**src/hw/cbt_defs.vh**
```
`ifndef CBT_DEFS_VH
`define CBT_DEFS_VH

// Instruction word fields
`define CBT_OP_HI 31
`define CBT_OP_LO 26
`define CBT_SRCA_HI 25
`define CBT_SRCA_LO 21
`define CBT_SRCB_HI 20
`define CBT_SRCB_LO 16
`define CBT_OFF_HI 15
`define CBT_OFF_LO 0
`define CBT_FUNC_HI 5
`define CBT_FUNC_LO 0
`define CBT_SIGN_BIT 31

// Major opcodes and sub-codes
`define CBT_OP_SPECIAL 6'h00
`define CBT_OP_REGISTER_IMMEDIATE_GROUP 6'h01
`define CBT_OP_UNEQUAL 6'h05
`define CBT_OP_UNEQUAL_LIKELY 6'h15
`define CBT_RI_NEG_LIKELY 5'h02
`define CBT_FN_TRAP 6'h0d

// Kinds of decoded instruction
`define CBT_KIND_NONE 2'h0
`define CBT_KIND_NEGL 2'h1
`define CBT_KIND_UNEQ 2'h2
`define CBT_KIND_UNEQL 2'h3

// Address step to the delay-slot instruction
`define CBT_PC_STEP 32'h00000004

`endif

```
**src/hw/cbt_unit.v**
```verilog
// Operation
// - Decode branch_negative_likely: opcode 000001, field b 00010, 16-bit offset.
// - Target is delay-slot address plus sign-extended offset shifted by two.
// - branch_negative_likely taken when source_register_a sign bit is set.
// - Likely branch not taken squashes the delay slot, continues sequentially.
// - Condition computed at the branch; redirect or squash in delay slot.
// - Decode branch_unequal: opcode 000101, two source fields, 16-bit offset.
// - branch_unequal taken when sources differ; delay slot always executes.
// - Opcode 010101 is branch_unequal_likely; squashes slot when not taken.
// - Decode debug trap: opcode 000000, function 001101, code field ignored.
// - Debug trap raises a breakpoint exception at once, unconditionally.
// - Trap code field is never passed to the handler through a register.
`timescale 1ns/1ps
`default_nettype none
`include "cbt_defs.vh"

module cbt_unit (
  // Clock and reset
  input wire clock_i,
  input wire reset_n_i,
  input wire clk_en_i,
  // Execute stage
  input wire exec_valid_i,
  input wire [31:0] exec_instr_i,
  input wire [31:0] exec_pc_i,
  input wire [31:0] source_register_a_i,
  input wire [31:0] source_register_b_i,
  // Redirect and squash, delay-slot time
  output reg redirect_o,
  output reg [31:0] redirect_target_o,
  output reg squash_delay_slot_o,
  // Exception
  output wire breakpoint_o
);

  reg rst_meta;
  reg rst_sync;
  reg pending;
  reg pend_taken;
  reg pend_likely;
  reg [31:0] pend_target;
  wire [1:0] kind;
  wire trap_hit;
  reg cond;
  wire [31:0] target;

  function [31:0] branch_target;
    input [31:0] pc;
    input [15:0] off;
    begin
      branch_target = pc + `CBT_PC_STEP +
        {{14{off[15]}}, off, 2'b00};
    end
  endfunction

  always @(posedge clock_i or negedge reset_n_i) begin
    if (!reset_n_i) begin
      rst_meta <= 1'b0;
      rst_sync <= 1'b0;
    end else begin
      rst_meta <= 1'b1;
      rst_sync <= rst_meta;
    end
  end

  cbt_decoder u_dec (
    .instr_i(exec_instr_i),
    .kind_o(kind),
    .trap_o(trap_hit)
  );

  assign target = branch_target(exec_pc_i,
    exec_instr_i[`CBT_OFF_HI:`CBT_OFF_LO]);

  always @* begin
    cond = 1'b0;
    case (kind)
      `CBT_KIND_NEGL: cond = source_register_a_i[`CBT_SIGN_BIT];
      `CBT_KIND_UNEQ: cond = source_register_a_i != source_register_b_i;
      `CBT_KIND_UNEQL: cond = source_register_a_i != source_register_b_i;
      default: cond = 1'b0;
    endcase
  end

  // Immediate, combinational so the handler is entered without delay
  // only the event leaves, never the code field
  assign breakpoint_o = exec_valid_i & trap_hit & clk_en_i & rst_sync;

  // Capture at the branch, act one instruction later
  // Assumes the slot holds no branch
  always @(posedge clock_i or negedge reset_n_i) begin
    if (!reset_n_i) begin
      pending <= 1'b0;
      pend_taken <= 1'b0;
      pend_likely <= 1'b0;
      pend_target <= 32'h00000000;
    end else if (!rst_sync) begin
      pending <= 1'b0;
      pend_taken <= 1'b0;
      pend_likely <= 1'b0;
      pend_target <= 32'h00000000;
    end else if (clk_en_i && exec_valid_i) begin
      pending <= (kind != `CBT_KIND_NONE) && !trap_hit;
      pend_taken <= cond;
      pend_likely <= (kind == `CBT_KIND_NEGL) ||
        (kind == `CBT_KIND_UNEQL);
      pend_target <= target;
    end
  end

  always @(posedge clock_i or negedge reset_n_i) begin
    if (!reset_n_i) begin
      redirect_o <= 1'b0;
      redirect_target_o <= 32'h00000000;
      squash_delay_slot_o <= 1'b0;
    end else if (!rst_sync) begin
      redirect_o <= 1'b0;
      redirect_target_o <= 32'h00000000;
      squash_delay_slot_o <= 1'b0;
    end else if (clk_en_i && exec_valid_i) begin
      // Taken: redirect after the slot
      redirect_o <= pending & pend_taken;
      redirect_target_o <= pend_target;
      // Untaken likely squashes; plain untaken does nothing
      squash_delay_slot_o <= pending & ~pend_taken & pend_likely;
    end else if (clk_en_i) begin
      redirect_o <= 1'b0;
      squash_delay_slot_o <= 1'b0;
    end
  end

endmodule
`default_nettype wire

```
**src/hw/cbt_decoder.v**
```verilog
`timescale 1ns/1ps
`default_nettype none
`include "cbt_defs.vh"

module cbt_decoder (
  // Instruction
  input wire [31:0] instr_i,
  // Decode results
  output reg [1:0] kind_o,
  output wire trap_o
);

  wire [5:0] op;
  wire [4:0] sub;
  wire [5:0] fn;

  assign op = instr_i[`CBT_OP_HI:`CBT_OP_LO];
  assign sub = instr_i[`CBT_SRCB_HI:`CBT_SRCB_LO];
  assign fn = instr_i[`CBT_FUNC_HI:`CBT_FUNC_LO];

  // Code field is not looked at
  assign trap_o = (op == `CBT_OP_SPECIAL) && (fn == `CBT_FN_TRAP);

  always @* begin
    kind_o = `CBT_KIND_NONE;
    if (op == `CBT_OP_REGISTER_IMMEDIATE_GROUP && sub == `CBT_RI_NEG_LIKELY) begin
      kind_o = `CBT_KIND_NEGL;
    end else if (op == `CBT_OP_UNEQUAL) begin
      kind_o = `CBT_KIND_UNEQ;
    end else if (op == `CBT_OP_UNEQUAL_LIKELY) begin
      kind_o = `CBT_KIND_UNEQL;
    end
  end

endmodule
`default_nettype wire

```
**config.mk**
```make
export PLATFORM = sky130hd
export DESIGN_NAME = cbt_unit
export DESIGN_NICKNAME = d
export VERILOG_FILES = /design/src/hw/cbt_unit.v /design/src/hw/cbt_decoder.v
export VERILOG_INCLUDE_DIRS = /design/src /design/src/hw
export SDC_FILE = /design/constraint.sdc
export NUM_CORES = 1
export LEC_CHECK = 0
export BUFFER_PORTS_ARGS = -buffer_cell sky130_fd_sc_hd__buf_4
export CAP_MARGIN = 20
export CORE_ASPECT_RATIO = 1.25
export CORE_UTILIZATION = 30
export CTS_CLUSTER_DIAMETER = 80
export DETAILED_ROUTE_END_ITERATION = 8
export HOLD_SLACK_MARGIN = 0.03
export PLACE_DENSITY = 0.54
export SETUP_SLACK_MARGIN = 0.3
export SLEW_MARGIN = 20
export SYNTH_ARGS = -nofsm -noshare
export SYNTH_HDL_FRONTEND = slang
export SYNTH_HIERARCHICAL = 1
export SYNTH_SLANG_ARGS = --single-unit
```
**constraint.sdc**
```tcl
create_clock -name clock_i -period 3.5 [get_ports clock_i]
set_input_delay 0.35 -clock clock_i [delete_from_list [all_inputs] [get_ports clock_i]]
set_output_delay 0.35 -clock clock_i [all_outputs]
set_load 0.02 [all_outputs]
```
# After elaboration in Yosys (flattened, before gate mapping)
# Index checks and enable logic that the tools add are counted.
# Widths: inputs -> output; s select.
[word_totals]
input_bits = 132
ff_bits = 71
elab_cells = 57
output_inout_bits = 35
[classes]
addsub = 2
n_mux = 19
n_bitwise = 7
n_eq_ne = 11
n_reduce_logical = 9
[op_table]
columns = ["op", "count"]
rows = [
  ["$mux 32", 4],
  ["$add 32x3->32 const B", 1],
  ["$add 32x32->32", 1],
  ["$ne 32x32->1", 1],
  ["$mux 1", 11],
  ["$and 1x1->1", 6],
  ["$eq 6x1->1 const B", 1],
  ["$eq 6x3->1 const B", 1],
  ["$eq 6x4->1 const B", 1],
  ["$eq 6x5->1 const B", 1],
  ["$logic_not 6->1", 1],
  ["$mux 2", 3],
  ["$eq 5x2->1 const B", 1],
  ["$eq 2x2->1 const B", 2],
  ["$logic_and 1x1->1", 4],
  ["$ne 3x2->1 const B", 1],
  ["$eq 2x1->1 const B", 1],
  ["$ne 2x1->1 const B", 1],
  ["$pmux 1 s2", 1],
  ["$reduce_bool 2->1", 1],
  ["$reduce_or 2->1", 1],
  ["$logic_not 1->1", 1],
  ["$logic_or 1x1->1", 1],
  ["$not 1->1", 1],
]

# Depth between registers and ports, before layout
[depth]
word_depth = 9
depth_mapped = 13
depth_no_buf = 13

# By module
# Netlist, hierarchy kept.
[modules_own_cells]
columns = ["module", "seq_area_each_um2", "instances", "cells_per_inst", "area_per_inst_um2"]
rows = [
  ["cbt_unit", 1776.7, 1, 521, 4956.0],
  ["cbt_decoder", 0.0, 1, 11, 81.3],
]

# Worst setup path before layout
# Ideal clock, no wire load.
[synth_timing]
path_kind = "input port to flip-flop"
start = "in exec_instr_i[7]"
end = "reg pend_target[30]"
path_buffers = 0
cell_stages = 9
setup_ps = 129
arrival_ps = 2343
t_required_ps = 3371
setup_slack_ps = 1029
path_cell_list = "ha_1 ha_1 a21o_1 a221o_1 a21bo_1 a2111oi_2 o21ai_1 xnor2_1 o21ai_1"
[synth_via]
elab_chain_cells = 3
[synth_lines]
columns = ["item", "line", "source"]
rows = [
  ["start, declared", "cbt_unit.v:24", "input wire [31:0] exec_instr_i,"],
  ["$add 32x32->32", "cbt_unit.v:51", "branch_target = pc + `CBT_PC_STEP +"],
  ["$mux 32", "cbt_unit.v:102", "end else if (clk_en_i && exec_valid_i) begin"],
  ["$mux 32", "cbt_unit.v:97", "end else if (!rst_sync) begin"],
  ["end signal, assigned", "cbt_unit.v:107", "pend_target <= target;"],
  ["end, declared", "cbt_unit.v:41", "reg [31:0] pend_target;"],
]
# Every way passes these cells. The select of a mux whose other input is x is not followed.
# A chain may end at the register's enable or synchronous reset.

# Final worst setup path
[layout_timing]
start = "in exec_instr_i[1]"
end = "reg pend_target[17]"
# Same word-level chain as after synthesis.

==> impl_metrics.json <==
{
  "cts_max_path_buffers": 2,
  "fin_crit_sh": 0.7647,
  "drtPass1Iterations": 4,
  "nets": 872,
  "ys_types": 57,
  "clk_latency_ns": 0.33,
  "rows": 52,
  "clkSinkCount": 71,
  "setup_viol_count_final": 0,
  "drive_gt1_frac": 0.2824,
  "synth_edf_count": 0,
  "fmax_ghz": 0.3736,
  "instances_no_fill": 903,
  "cp_cell_sequence": "buf_4 > ha_1 > ha_1 > inv_1 > fa_1 > nand2b_1 > a21oi_1 > o21ai_0 > nand3_1 > a31oi_1 > xor2_1 > o21ai_0",
  "cts_tree": "built",
  "synth_top_area_cell": "dfrtp_1",
  "grt.overflow.total": 0,
  "p_int_uw": 1747,
  "drv_slew": 0,
  "max_slew_margin": 0.4197,
  "syn-instance-count": 532,
  "avgSynthCellArea_um2": 9.469,
  "antenna_cells": 0,
  "wire_per_inst_um": 15.18,
  "slowest_delay_ns": 0.38,
  "critPathArrivalTime_ns": 2.84,
  "grt_pass1_wl_um": 22650,
  "start_util": 0.3085,
  "reg2reg_from": "rst_sync$_DFF_PN0_",
  "cap_violations": 0,
  "drt-total-wl_um": 13700,
  "ys_top_cells_by_count": "dfrtp_1 (71), ha_1 (57), nand2_1 (57), xnor2_1 (39)",
  "switchingPower_uw": 762.0,
  "ant_nets": 0,
  "die_y_um": 146.9,
  "dr.first_iter.drc_count": 179,
  "tightest_slew_ns": 0.8704,
  "status": "complete, no violations",
  "place_congestion": 0.8442,
  "setup_slack_ns": 0.8235,
  "ff2ff_setup_slack_ns": 1.74,
  "hp-class": "primary input to asynchronous set/reset pin",
  "fp.dieArea_mm2": 0.01732,
  "dp.cells": 887,
  "powerDensity_mw_per_mm2": 372.5,
  "clockRootBuffer": "clkbuf_16",
  "vdd_drop_max_uv": 210.8,
  "synthTopCellsByArea": "dfrtp_1 (35%), ha_1 (14%), xnor2_1 (6.8%)",
  "vias_per_cell": 5.060,
  "skew_ns": 0.005278,
  "ys_ff_latch": 71,
  "pwr-share-seq": 0.355,
  "clkTransAtPathRegs_ns": 0.06,
  "synth_ff_type": "dfrtp_1",
  "ctsResizeCount": 0,
  "pre_cts_slack_ns": 0.5278,
  "finalSetupTns_ns": 0,
  "crit_required_ns": 3.66,
  "synth_nets": 722,
  "drc": 0,
  "p_sw_frac": 0.3037,
  "cts_hold_buf": 0,
  "area_delta_synth_final_pct": 33.71,
  "grt_start_max_net_pins": 72,
  "dp_hpwl_um": 11020,
  "start_kind": "primary input",
  "antenna_found_initial": 0,
  "rsz0062_at_grt": "no",
  "num_io_pins": 167,
  "seq_area_frac_synth": 0.3527,
  "path_max_fanout": 5,
  "cts_setup_buffers": 0,
  "vias": 4569,
  "p_clk_frac": 0.357,
  "synth_warnings": 6,
  "cts_made_buffers": 9,
  "cp-end-kind": "flip-flop",
  "hold_viol": 0,
  "synthArstFlopShare": 1.000,
  "cp_top_family": "adder cells",
  "ff2ff_path_depth": 5,
  "path_class": "primary input to flip-flop",
  "portBuffers": 161,
  "pwr-share-comb": 0.288,
  "grt_pass1_vias": 4578,
  "core_area_mm2": 0.01633,
  "synth.most_common_cell": "dfrtp_1",
  "die_w_um": 117.9,
  "cts.htree.levels": 3,
  "rr_endpoint": "pend_target[11]$_DFFE_PN0P_",
  "post-route-min-period_ns": 2.677,
  "gr-usage-all-layers": 0.1623,
  "synth_area_mm2": 0.005037,
  "crit_buf_inv": 2,
  "crit_slowest_cell": "fa_1",
  "synth_top_area_share": 0.3527,
  "cellLeakagePower_uw": 0.003309
}
-- logic make-up (layout without fill, tap and decap cells) --
logic type	Yosys count	after routing	share of synthesized area
xor+xnor	55	55	0.09563
buf+inv	41	196	0.03577
mux	2	2	0.003974
fa+ha+maj	58	58	0.1456
compound gates	166	166	0.2265
other cells	1	1	0.0007444
flops	71	71	0.3527
simple gates	138	138	0.1391
-- layout by cell type (no fill, tap or decap), drive strengths merged, types with 4 or more instances in the layout --
cell,instances
o21bai,4
clkbuf,9
o21a,4
a22o,37
xnor2,39
o31ai,7
buf,166
xor2,16
ha,57
nor2,14
o21ai,40
nand3,8
a211oi,4
nand2,57
a21o,16
nor4,6
nor3,8
a21oi,33
inv,15
dfrtp,71
and3,6
nand4,19
-- layer usage --
layer	share of wire	global-route usage	vias to the layer above
li1	-	-	2264
met1	0.46	0.2080	2159
met2	0.49	0.2794	132
met3	0.040	0.02407	14
met4	0.012	0.05192	0
met5	0	0	-
-- final cells by class --
cell class,instances,area (um^2)
clock buffer,9,225.2
sequential,71,1777
multi-input combinational,420,3092
inverter,14,52.55
fill,1618,9595
timing repair buffer,166,1246
tap,216,270.3
clock inverter,7,72.57
-- registers in the layout, summed over array words and instances (netlist names) --
signal / cells
redirect_target_o: 32
pend_likely: 1
redirect_o: 1
pend_taken: 1
squash_delay_slot_o: 1
rst_meta: 1
rst_sync: 1
pending: 1
pend_target: 32
-- worst max path at each step --
stage / to / slack (ns) / cells after the start / start
after floorplan: pend_target[30]$_DFFE_PN0P_ / 1.03 / 9 / exec_instr_i[7]
after CTS: pend_target[17]$_DFFE_PN0P_ / 0.86 / 12 / exec_instr_i[1]
after detailed placement: pend_target[17]$_DFFE_PN0P_ / 0.53 / 12 / exec_instr_i[1]
final: pend_target[17]$_DFFE_PN0P_ / 0.82 / 12 / exec_instr_i[1]
after global routing: pend_target[30]$_DFFE_PN0P_ / 0.73 / 10 / exec_instr_i[7]
after global placement: pend_target[30]$_DFFE_PN0P_ / 0.58 / 10 / exec_instr_i[7]
-- worst register-to-register path, stage by stage, from the launching register on --
cell and delay, ns:
dfrtp_1 0.39, nand3_1 0.60, buf_4 0.42, nor3_1 0.13, mux2i_1 0.10, nand2_1 0.07
-- power groups by stage --
stage | registers [uW] | clock network, uW | logic, uW
2_1_floorplan | 909 | 0 | 441
3_3_place_gp | 904 | 0 | 719
3_5_place_dp | 906 | 0 | 726
4_1_cts | 891 | 917 | 730
5_1_grt | 896 | 954 | 804
6_report | 891 | 896 | 722
-- through the flow --
stage	hold WS, ns	area, um^2	total power (uW)	utilization
6_report	0.1227	6735	2509	0.4124
5_1_grt	0.2016	6735	2654	0.4124
4_1_cts	0.1710	6735	2538	0.4124
3_5_place_dp	0.3356	6437	1631	0.3942
3_3_place_gp	0.3327	6437	1623	0.3942
2_1_floorplan	0.05441	5037	1350	-
(Power assumes the default switching activity.)
